## src/rtl/vsc_consts.vh

```
`ifndef VSC_CONSTS_VH
`define VSC_CONSTS_VH

// ---------------------------------------------------------------------------
// Register indices
// ---------------------------------------------------------------------------
`define VSC_REG_LINE_LENGTH_AND_MASKING    4'h0
`define VSC_REG_VERTICAL_OUTPUT_POLARITIES 4'h1
`define VSC_REG_PATTERN_GROUP_SELECTION    4'h2
`define VSC_REG_GROUP_B_START_LENGTH       4'h3
`define VSC_REG_GROUP_A_START_LENGTH       4'h4
`define VSC_REG_GROUP_B_REPEAT_COUNTS      4'h5
`define VSC_REG_GROUP_A_REPEAT_COUNTS      4'h6
`define VSC_REG_GROUP_A_LATE_REPEATS       4'h7
`define VSC_REG_FIRST_FREEZE_RESUME        4'h8
`define VSC_REG_SECOND_FREEZE_RESUME       4'h9
`define VSC_REG_SEQUENCE_CONTROL           4'ha
`define VSC_REG_SEQUENCE_STATUS            4'hb
`define VSC_NUM_REGS                       12

// ---------------------------------------------------------------------------
// Field positions
// ---------------------------------------------------------------------------
`define VSC_CLAMP_POL_BIT     0
`define VSC_PREBLANK_POL_BIT  1
`define VSC_MASK_LSB          3
`define VSC_MASK_MSB          4
`define VSC_HORIZONTAL_BLANKING_ALT_LSB      5
`define VSC_HORIZONTAL_BLANKING_ALT_MSB      7
`define VSC_LO13_MSB          12
`define VSC_HI13_LSB          13
`define VSC_HI13_MSB          25
`define VSC_CNT12_MSB         11
`define VSC_HI12_MSB          24
`define VSC_COMBINE_BIT       13
`define VSC_PATSEL_B_LSB      14
`define VSC_PATSEL_B_MSB      18
`define VSC_PATSEL_A_LSB      19
`define VSC_PATSEL_A_MSB      23
`define VSC_ALT_MODE_LSB      24
`define VSC_ALT_MODE_MSB      25
`define VSC_ENABLE_BIT        0

// ---------------------------------------------------------------------------
// Reset values and widths
// ---------------------------------------------------------------------------
`define VSC_REG_RESET         26'h0000000
`define VSC_DATA_W            26
`define VSC_ADDR_W            4

`endif

```

## src/rtl/vsc_regfile.v

```verilog
`timescale 1ns/10ps
`include "vsc_consts.vh"

module vsc_regfile #(
  parameter DATA_W = `VSC_DATA_W,
  parameter ADDR_W = `VSC_ADDR_W,
  parameter NREGS  = `VSC_NUM_REGS
) (
  input  wire                      mclk_i,
  input  wire                      rst_n_i,
  input  wire [ADDR_W-1:0]         addr_i,
  input  wire [DATA_W-1:0]         wdata_i,
  input  wire                      wr_i,
  input  wire                      rd_i,
  input  wire [DATA_W-1:0]         status_i,
  output wire [NREGS*DATA_W-1:0]   regs_o,
  output reg  [DATA_W-1:0]         rdata_o
);

  reg [DATA_W-1:0] mem_r [0:NREGS-1];
  integer          i;
  genvar           g;

  // -------------------------------------------------------------------------
  // Storage; status word is read-only
  // -------------------------------------------------------------------------
  always @(posedge mclk_i or negedge rst_n_i) begin
    if (!rst_n_i) begin
      for (i = 0; i < NREGS; i = i + 1) begin
        mem_r[i] <= `VSC_REG_RESET;
      end
    end else if (wr_i && addr_i < `VSC_REG_SEQUENCE_STATUS) begin
      mem_r[addr_i] <= wdata_i;
    end
  end

  generate
    for (g = 0; g < NREGS; g = g + 1) begin : g_flat
      assign regs_o[g*DATA_W +: DATA_W] = mem_r[g];
    end
  endgenerate

  // -------------------------------------------------------------------------
  // Registered read; unmapped reads zero
  // -------------------------------------------------------------------------
  always @(posedge mclk_i or negedge rst_n_i) begin
    if (!rst_n_i) begin
      rdata_o <= {DATA_W{1'b0}};
    end else if (rd_i) begin
      if (addr_i == `VSC_REG_SEQUENCE_STATUS) begin
        rdata_o <= status_i;
      end else if (addr_i < `VSC_REG_SEQUENCE_STATUS) begin
        rdata_o <= mem_r[addr_i];
      end else begin
        rdata_o <= {DATA_W{1'b0}};
      end
    end else begin
      rdata_o <= {DATA_W{1'b0}};
    end
  end

endmodule // vsc_regfile

```

## src/rtl/vsc_vertical_sequence.v

```verilog
// The strobed register port was chosen for this implementation.
`timescale 1ns/10ps
`include "vsc_consts.vh"

// Summary of operation
// - The two-bit mask field enables none, the first, the second or both freeze/resume pairs.
// - Alternation mode 0 uses the first-line group A count on every line; 1, 2, 3 cycle over 2, 3, 4 lines.
// - Group select 0 runs group A and 1 runs group B.
// - With the combine bit set both groups run together to build one pattern.
// - The 13-bit line length sets the pixel period of every line.
// - Two five-bit fields pick the group A and group B patterns and are presented on outputs.
// - Group B pattern starts at its start pixel and lasts its length.
// - Group A pattern starts at its start pixel and lasts its length.
// - Group B repeats by the odd-line count on odd lines and the even-line count on even lines.
// - Group A repeats by the first-line count on first lines and the second-line count on second lines.
// - Between an enabled freeze point and its resume point all vertical outputs hold, then the pattern goes on.
// - Third-line and fourth-line group A counts serve 3-line and 4-line alternation.
module vsc_vertical_sequence (
  input  wire        mclk_i,
  input  wire        rst_n_i,
  input  wire [3:0]  addr_i,
  input  wire [25:0] wdata_i,
  input  wire        wr_i,
  input  wire        rd_i,
  output wire [25:0] rdata_o,
  output reg  [12:0] vertical_output_o,
  output reg         black_clamp_pulse_o,
  output reg         preblank_pulse_o,
  output reg         horizontal_sync_o,
  output reg  [4:0]  group_a_pattern_select_o,
  output reg  [4:0]  group_b_pattern_select_o,
  output reg  [2:0]  hblank_alternation_select_o
);

  wire [`VSC_NUM_REGS*26-1:0] regs;
  wire [25:0]                 status;

  // -------------------------------------------------------------------------
  // Register fields
  // -------------------------------------------------------------------------
  wire [25:0] r_len   = regs[`VSC_REG_LINE_LENGTH_AND_MASKING*26 +: 26];
  wire [25:0] r_pol   = regs[`VSC_REG_VERTICAL_OUTPUT_POLARITIES*26 +: 26];
  wire [25:0] r_grp   = regs[`VSC_REG_PATTERN_GROUP_SELECTION*26 +: 26];
  wire [25:0] r_b     = regs[`VSC_REG_GROUP_B_START_LENGTH*26 +: 26];
  wire [25:0] r_a     = regs[`VSC_REG_GROUP_A_START_LENGTH*26 +: 26];
  wire [25:0] r_brep  = regs[`VSC_REG_GROUP_B_REPEAT_COUNTS*26 +: 26];
  wire [25:0] r_arep  = regs[`VSC_REG_GROUP_A_REPEAT_COUNTS*26 +: 26];
  wire [25:0] r_arep2 = regs[`VSC_REG_GROUP_A_LATE_REPEATS*26 +: 26];
  wire [25:0] r_frz1  = regs[`VSC_REG_FIRST_FREEZE_RESUME*26 +: 26];
  wire [25:0] r_frz2  = regs[`VSC_REG_SECOND_FREEZE_RESUME*26 +: 26];
  wire [25:0] r_ctl   = regs[`VSC_REG_SEQUENCE_CONTROL*26 +: 26];

  // -------------------------------------------------------------------------
  // Field decode
  // -------------------------------------------------------------------------
  wire [12:0] line_length  = r_len[`VSC_HI13_MSB:`VSC_HI13_LSB];
  wire [1:0]  output_mask_select = r_len[`VSC_MASK_MSB:`VSC_MASK_LSB];
  wire        clamp_start_polarity    = r_len[`VSC_CLAMP_POL_BIT];
  wire        preblank_start_polarity = r_len[`VSC_PREBLANK_POL_BIT];
  wire [12:0] start_pol    = r_pol[`VSC_LO13_MSB:0];
  wire [12:0] second_pol   = r_pol[`VSC_HI13_MSB:`VSC_HI13_LSB];
  wire        group_select = |r_grp[`VSC_LO13_MSB:0];
  wire        combine      = r_grp[`VSC_COMBINE_BIT];
  wire [1:0]  group_a_alternation_mode = r_grp[`VSC_ALT_MODE_MSB:`VSC_ALT_MODE_LSB];
  wire        seq_enable   = r_ctl[`VSC_ENABLE_BIT];

  // -------------------------------------------------------------------------
  // Engine state
  // -------------------------------------------------------------------------
  reg  [12:0] pix_r;
  reg  [11:0] line_r;
  reg  [1:0]  alt_r;
  reg         run_r;
  reg  [12:0] pos_r   [0:1];
  reg  [11:0] cnt_r   [0:1];
  reg  [1:0]  act_r;
  reg  [1:0]  done_r;
  reg  [12:0] vout_nxt;

  wire [12:0] st   [0:1];
  wire [12:0] ln   [0:1];
  reg  [11:0] rp   [0:1];
  wire [1:0]  en;
  wire [1:0]  go;
  wire [1:0]  live;
  wire [12:0] cpos [0:1];
  wire [11:0] ccnt [0:1];
  wire        wrap;
  wire        frz;
  integer     g;

  function in_span;
    input [12:0] p;
    input [25:0] fr;
    begin
      in_span = (p >= fr[`VSC_LO13_MSB:0]) && (p < fr[`VSC_HI13_MSB:`VSC_HI13_LSB]);
    end
  endfunction

  function starts;
    input        enable;
    input        busy;
    input        finished;
    input [12:0] pix;
    input [12:0] start;
    input [12:0] len;
    input [11:0] reps;
    begin
      starts = enable && !busy && !finished && (pix == start) && (len != 13'h0000) && (reps != 12'h000);
    end
  endfunction

  assign st[0] = r_a[`VSC_LO13_MSB:0];
  assign ln[0] = r_a[`VSC_HI13_MSB:`VSC_HI13_LSB];
  assign st[1] = r_b[`VSC_LO13_MSB:0];
  assign ln[1] = r_b[`VSC_HI13_MSB:`VSC_HI13_LSB];
  assign en[0] = combine | ~group_select;
  assign en[1] = combine | group_select;

  // -------------------------------------------------------------------------
  // Pattern start, the start pixel is the first pattern pixel
  // -------------------------------------------------------------------------
  assign go[0]   = starts(en[0], act_r[0], done_r[0], pix_r, st[0], ln[0], rp[0]);
  assign go[1]   = starts(en[1], act_r[1], done_r[1], pix_r, st[1], ln[1], rp[1]);
  assign live    = act_r | go;
  assign cpos[0] = act_r[0] ? pos_r[0] : 13'h0000;
  assign cpos[1] = act_r[1] ? pos_r[1] : 13'h0000;
  assign ccnt[0] = act_r[0] ? cnt_r[0] : 12'h000;
  assign ccnt[1] = act_r[1] ? cnt_r[1] : 12'h000;

  // -------------------------------------------------------------------------
  // Line end and freeze windows
  // -------------------------------------------------------------------------
  assign wrap = (line_length == 13'h0000) || (pix_r >= line_length - 13'h0001);

  assign frz = (output_mask_select[0] && in_span(pix_r, r_frz1)) ||
               (output_mask_select[1] && in_span(pix_r, r_frz2));

  // -------------------------------------------------------------------------
  // Repeat counts per line kind
  // -------------------------------------------------------------------------
  always @* begin
    case (alt_r)
      2'h0: rp[0] = r_arep[`VSC_CNT12_MSB:0];
      2'h1: rp[0] = r_arep[`VSC_HI12_MSB:`VSC_HI13_LSB];
      2'h2: rp[0] = r_arep2[`VSC_CNT12_MSB:0];
      2'h3: rp[0] = r_arep2[`VSC_HI12_MSB:`VSC_HI13_LSB];
      default: rp[0] = r_arep[`VSC_CNT12_MSB:0];
    endcase
    rp[1] = line_r[0] ? r_brep[`VSC_HI12_MSB:`VSC_HI13_LSB]
                      : r_brep[`VSC_CNT12_MSB:0];
  end

  // -------------------------------------------------------------------------
  // Pixel, line and alternation counters
  // -------------------------------------------------------------------------
  always @(posedge mclk_i or negedge rst_n_i) begin
    if (!rst_n_i) begin
      pix_r  <= 13'h0000;
      line_r <= 12'h000;
      alt_r  <= 2'h0;
      run_r  <= 1'b0;
    end else if (!seq_enable) begin
      pix_r  <= 13'h0000;
      line_r <= 12'h000;
      alt_r  <= 2'h0;
      run_r  <= 1'b0;
    end else begin
      run_r <= 1'b1;
      if (run_r) begin
        if (wrap) begin
          pix_r  <= 13'h0000;
          line_r <= line_r + 12'h001;
          if (alt_r >= group_a_alternation_mode) begin
            alt_r <= 2'h0;
          end else begin
            alt_r <= alt_r + 2'h1;
          end
        end else begin
          pix_r <= pix_r + 13'h0001;
        end
      end
    end
  end

  // -------------------------------------------------------------------------
  // Pattern engines, index 0 group A, index 1 group B
  // -------------------------------------------------------------------------
  always @(posedge mclk_i or negedge rst_n_i) begin
    if (!rst_n_i) begin
      act_r  <= 2'b00;
      done_r <= 2'b00;
      for (g = 0; g < 2; g = g + 1) begin
        pos_r[g] <= 13'h0000;
        cnt_r[g] <= 12'h000;
      end
    end else if (!run_r || wrap) begin
      act_r  <= 2'b00;
      done_r <= 2'b00;
      for (g = 0; g < 2; g = g + 1) begin
        pos_r[g] <= 13'h0000;
        cnt_r[g] <= 12'h000;
      end
    end else begin
      for (g = 0; g < 2; g = g + 1) begin
        if (live[g] && !frz) begin
          if (cpos[g] >= ln[g] - 13'h0001) begin
            pos_r[g] <= 13'h0000;
            cnt_r[g] <= ccnt[g] + 12'h001;
            if (ccnt[g] >= rp[g] - 12'h001) begin
              act_r[g]  <= 1'b0;
              done_r[g] <= 1'b1;
            end else begin
              act_r[g]  <= 1'b1;
            end
          end else begin
            act_r[g] <= 1'b1;
            pos_r[g] <= cpos[g] + 13'h0001;
            cnt_r[g] <= ccnt[g];
          end
        end else if (go[g]) begin
          act_r[g] <= 1'b1;
          pos_r[g] <= 13'h0000;
          cnt_r[g] <= 12'h000;
        end
      end
    end
  end

  // -------------------------------------------------------------------------
  // Second phase on even repetitions of any running group
  // -------------------------------------------------------------------------
  always @* begin
    if (!run_r) begin
      vout_nxt = start_pol;
    end else if (frz) begin
      vout_nxt = vertical_output_o;
    end else if ((live[0] && !ccnt[0][0]) || (live[1] && !ccnt[1][0])) begin
      vout_nxt = second_pol;
    end else begin
      vout_nxt = start_pol;
    end
  end

  // -------------------------------------------------------------------------
  // Output registers
  // -------------------------------------------------------------------------
  always @(posedge mclk_i or negedge rst_n_i) begin
    if (!rst_n_i) begin
      vertical_output_o           <= 13'h0000;
      black_clamp_pulse_o         <= 1'b0;
      preblank_pulse_o            <= 1'b0;
      horizontal_sync_o           <= 1'b0;
      group_a_pattern_select_o    <= 5'h00;
      group_b_pattern_select_o    <= 5'h00;
      hblank_alternation_select_o <= 3'h0;
    end else begin
      vertical_output_o           <= vout_nxt;
      black_clamp_pulse_o         <= clamp_start_polarity;
      preblank_pulse_o            <= preblank_start_polarity;
      horizontal_sync_o           <= run_r && (pix_r == 13'h0000);
      group_a_pattern_select_o    <= r_grp[`VSC_PATSEL_A_MSB:`VSC_PATSEL_A_LSB];
      group_b_pattern_select_o    <= r_grp[`VSC_PATSEL_B_MSB:`VSC_PATSEL_B_LSB];
      hblank_alternation_select_o <= r_len[`VSC_HORIZONTAL_BLANKING_ALT_MSB:`VSC_HORIZONTAL_BLANKING_ALT_LSB];
    end
  end

  // -------------------------------------------------------------------------
  // Status word and register storage
  // -------------------------------------------------------------------------
  assign status = {run_r, act_r, alt_r, pix_r[8:0], line_r};

  vsc_regfile #(
    .DATA_W (26),
    .ADDR_W (4),
    .NREGS  (`VSC_NUM_REGS)
  ) u_regs (
    .mclk_i   (mclk_i),
    .rst_n_i  (rst_n_i),
    .addr_i   (addr_i),
    .wdata_i  (wdata_i),
    .wr_i     (wr_i),
    .rd_i     (rd_i),
    .status_i (status),
    .regs_o   (regs),
    .rdata_o  (rdata_o)
  );

endmodule // vsc_vertical_sequence

```

## config.mk

```make
export PLATFORM = sky130hd
export DESIGN_NAME = vsc_vertical_sequence
export DESIGN_NICKNAME = d
export VERILOG_FILES = /design/src/rtl/vsc_regfile.v /design/src/rtl/vsc_vertical_sequence.v
export VERILOG_INCLUDE_DIRS = /design/src /design/src/rtl
export SDC_FILE = /design/constraint.sdc
export NUM_CORES = 1
export LEC_CHECK = 0
export ABC_CLOCK_PERIOD_IN_PS = 4000
export BUFFER_PORTS_ARGS = -buffer_cell sky130_fd_sc_hd__buf_2
export CORE_ASPECT_RATIO = 0.5
export CORE_MARGIN = 5
export CORE_UTILIZATION = 44
export DETAILED_ROUTE_END_ITERATION = 10
export GPL_TIMING_DRIVEN = 1
export HOLD_SLACK_MARGIN = 0.12
export SLEW_MARGIN = 15
export SYNTH_ARGS = -nofsm -noshare
export SYNTH_HDL_FRONTEND = slang
export SYNTH_HIERARCHICAL = 1
export SYNTH_SLANG_ARGS = --single-unit
```

## constraint.sdc

```tcl
create_clock -name mclk_i -period 4 [get_ports mclk_i]
set_clock_uncertainty 0.15 [all_clocks]
set_input_delay 1 -clock mclk_i [delete_from_list [all_inputs] [get_ports mclk_i]]
set_output_delay 1 -clock mclk_i [all_outputs]
set_load 0.05 [all_outputs]
```

==> results.cfg <==
[status]
status = complete, no violations

[timing]
relSlewSlack = 0.3942
rsz0062_at_grt = yes
fmax_ghz = 0.2617
slew_viol_final = 0
post-route-period-util = 0.9553
setup_violations = 0
finalHoldViolations = 0
tightest_slew_ns = 0.9039
fin_crit_ns = 3.821

[setup_path]
cp-end-kind = flip-flop
crit_chain = inv_1, ha_2, a222oi_1, a32oi_1, nor4_1, nand3_1, nand2_1, a21o_1, mux2i_1, a21oi_1
crit_start = alt_r[0]
r2r_slack_ns = 0.18
crit_type = flip-flop to flip-flop
crit_slowest_cell = a222oi_1
required_ns = 4.28
start_kind = flip-flop
timing.rr.start = alt_r[0]
max_stage_delay_ns = 0.72
cp_max_fo = 13
reg2reg_to = vertical_output_o[1]
arrival_ns = 4.10
ff2ff_path_depth = 10

[detailed_routing]
vias = 18300
viasPerCell = 5.990
avgRoutedWirePerCell_um = 25.26
ant_nets = 0
drc = 0
drtIter0Drc = 1807
wirelength_um = 77180
dr.pass1.iters = 6

[job]
cap_violations = 0

[finish]
syn_to_final_growth_pct = 12.79
stdcell_count = 3055
final_layout_size_suffix_gt1_frac = 0.2847
nNetsFinal = 2433
fin_area_um2 = 28010

[synthesis]
syn_area_um2 = 24830
syn_inst = 2157
yosysWarningCount = 6
synth.net_count = 2323
syn_area_per_cell_um2 = 11.51

[floorplan]
die_h_um = 178.0
core_area_um2 = 55720
fp.dieArea_um2 = 61580
die_x_um = 346.0
core.rowCount = 61
io_pins = 89
start_util = 0.4457

[place]
portBuffers = 88
dpl.hpwl_um = 56400
placedCellCount = 2973
placed_area_um2 = 26480
place.gp.congestion = 0.9370

[power]
internal_power_uw = 9252
p_seq_frac = 0.415
clockPowerShare = 0.290
power.leakage_uw = 0.01292
irDropWorstVdd_mv = 0.3286
p_switching_uw = 5002
p_per_area_nw_per_um2 = 508.9
power_frac_comb = 0.295
p_sw_frac = 0.3509

[clock_network]
holdBufCountCts = 0
tritoncts.num_buffers = 42
root_buffer = clkbuf_16
clk_path_buf_depth = 3
cts.sinks = 423
clk_latency_ns = 0.59
tritoncts = done
cts_max_level = 2
clkTransAtPathRegs_ns = 0.07

[global_routing]
antenna_found_initial = 4
grt_max_degree = 81
overflow = 0
met1_usage = 0.3722
grt_first_pass_wirelength_um = 116600
grt_pass1_vias = 17860
grt_usage = 0.2483
grt-busiest-layer = met1
grt.met3_usage = 0.05738
gr-usage-met2 = 0.3678

[min_path]
whs_endpoint = preblank_pulse_o
hold_class = flip-flop to flip-flop
holdCritStartpoint = u_regs/regs_o[1]
min_path_cells = 0
-- flip-flops by register name (all words and copies together), names as in the netlist --
signal and flops:
done_r 2, preblank_pulse_o 1, u_regs/regs_o 286, black_clamp_pulse_o 1
alt_r 2, horizontal_sync_o 1, u_regs/rdata_o 26, group_b_pattern_select_o 5
group_a_pattern_select_o 5, pos_r 26, cnt_r 24, hblank_alternation_select_o 3
act_r 2, run_r 1, pix_r 13, line_r 12
vertical_output_o 13
-- power groups by stage --
| stage | Sequential (uW) | Combinational (uW) | Clock (uW) |
|---|---|---|---|
| 2_1_floorplan | 5990 | 2540 | 0 |
| 3_3_place_gp | 5940 | 4050 | 0 |
| 3_5_place_dp | 5960 | 4110 | 0 |
| 4_1_cts | 5880 | 4140 | 4210 |
| 5_1_grt | 5990 | 4570 | 4400 |
| 6_report | 5920 | 4210 | 4130 |
-- routing by layer --
layer	up-vias	share of wire
met5	-	0.00017
met4	2	0.022
met2	647	0.42
li1	8148	-
met3	107	0.086
met1	9394	0.47
-- area by class of cell --
| type | instances | area [um^2] |
|---|---|---|
| Tap cell | 756 | 945.9 |
| Antenna cell | 2 | 5.005 |
| Multi-Input combinational cell | 1501 | 13290 |
| Clock buffer | 55 | 1170 |
| Timing Repair Buffer | 203 | 1426 |
| Sequential cell | 423 | 10590 |
| Fill cell | 5039 | 27710 |
| Inverter | 96 | 360.3 |
| Clock inverter | 19 | 227.7 |
-- layout by cell type (no fill, tap or decap), types with 8 or more instances in the layout --
| cell type | instances |
|---|---|
| inv_1 | 95 |
| mux2_4 | 40 |
| a22o_1 | 12 |
| o211ai_1 | 10 |
| ha_1 | 130 |
| buf_2 | 85 |
| a32oi_1 | 33 |
| nor3_1 | 41 |
| nand3_1 | 62 |
| a21oi_1 | 66 |
| clkbuf_16 | 42 |
| a222oi_1 | 11 |
| mux2i_1 | 102 |
| and3_1 | 15 |
| nand2_1 | 88 |
| nand4_1 | 25 |
| nor2b_1 | 16 |
| o21ai_1 | 32 |
| o21ai_0 | 33 |
| xor2_1 | 62 |
| nand2b_1 | 39 |
| a21o_1 | 20 |
| mux4_2 | 52 |
| or3_1 | 9 |
| nand3b_1 | 8 |
| xnor2_1 | 40 |
| clkinv_2 | 8 |
| nor4_1 | 28 |
| and2_1 | 41 |
| nor2_1 | 79 |
| o32ai_1 | 11 |
| buf_12 | 8 |
| dfrtp_1 | 422 |
| a211oi_1 | 11 |
| mux2_2 | 246 |
| buf_4 | 107 |
-- through the flow --
step | total power [uW] | utilization | setup slack [ns] | hold WS (ns) | setup TNS, ns
CTS | 14230 | 0.5003 | 0.09328 | 0.2466 | 0
finish | 14250 | 0.5027 | 0.1787 | 0.2422 | 0
floorplan | 8526 | - | 0.2092 | 0.2181 | 0
global placement | 9982 | 0.4752 | 0.1747 | 0.2330 | 0
detailed placement | 10070 | 0.4752 | 0.1378 | 0.2323 | 0
global route | 14960 | 0.5026 | -0.01760 | 0.2588 | -0.04731
-- worst max-delay path by stage --
stage | endpoint | slack [ns] | cells past startpoint
after floorplan | cnt_r[11] | 0.21 | 14
after global placement | alt_r[0] | 0.17 | 14
after detailed placement | act_r[0] | 0.14 | 14
after CTS | act_r[0] | 0.09 | 14
after global routing | cnt_r[23] | -0.02 | 11
final | vertical_output_o[1] | 0.18 | 10
-- critical path: cells and delay by family (launching register included) --
family	cells	cell delay, ns
buffers and inverters	1	0.12
AO/OA/AOI/OAI	4	1.71
multiplexers	1	0.29
AND/OR/NAND/NOR	3	0.70
adder cells (fa/ha/maj)	1	0.30
flip-flops	1	0.40
-- repair_timing --
action | CTS | global route
resized for setup | 0 | 17
setup endpoints to repair | 0 | 65
buffers inserted | 0 | 6
No activity file was read; power rests on OpenSTA's default activity.
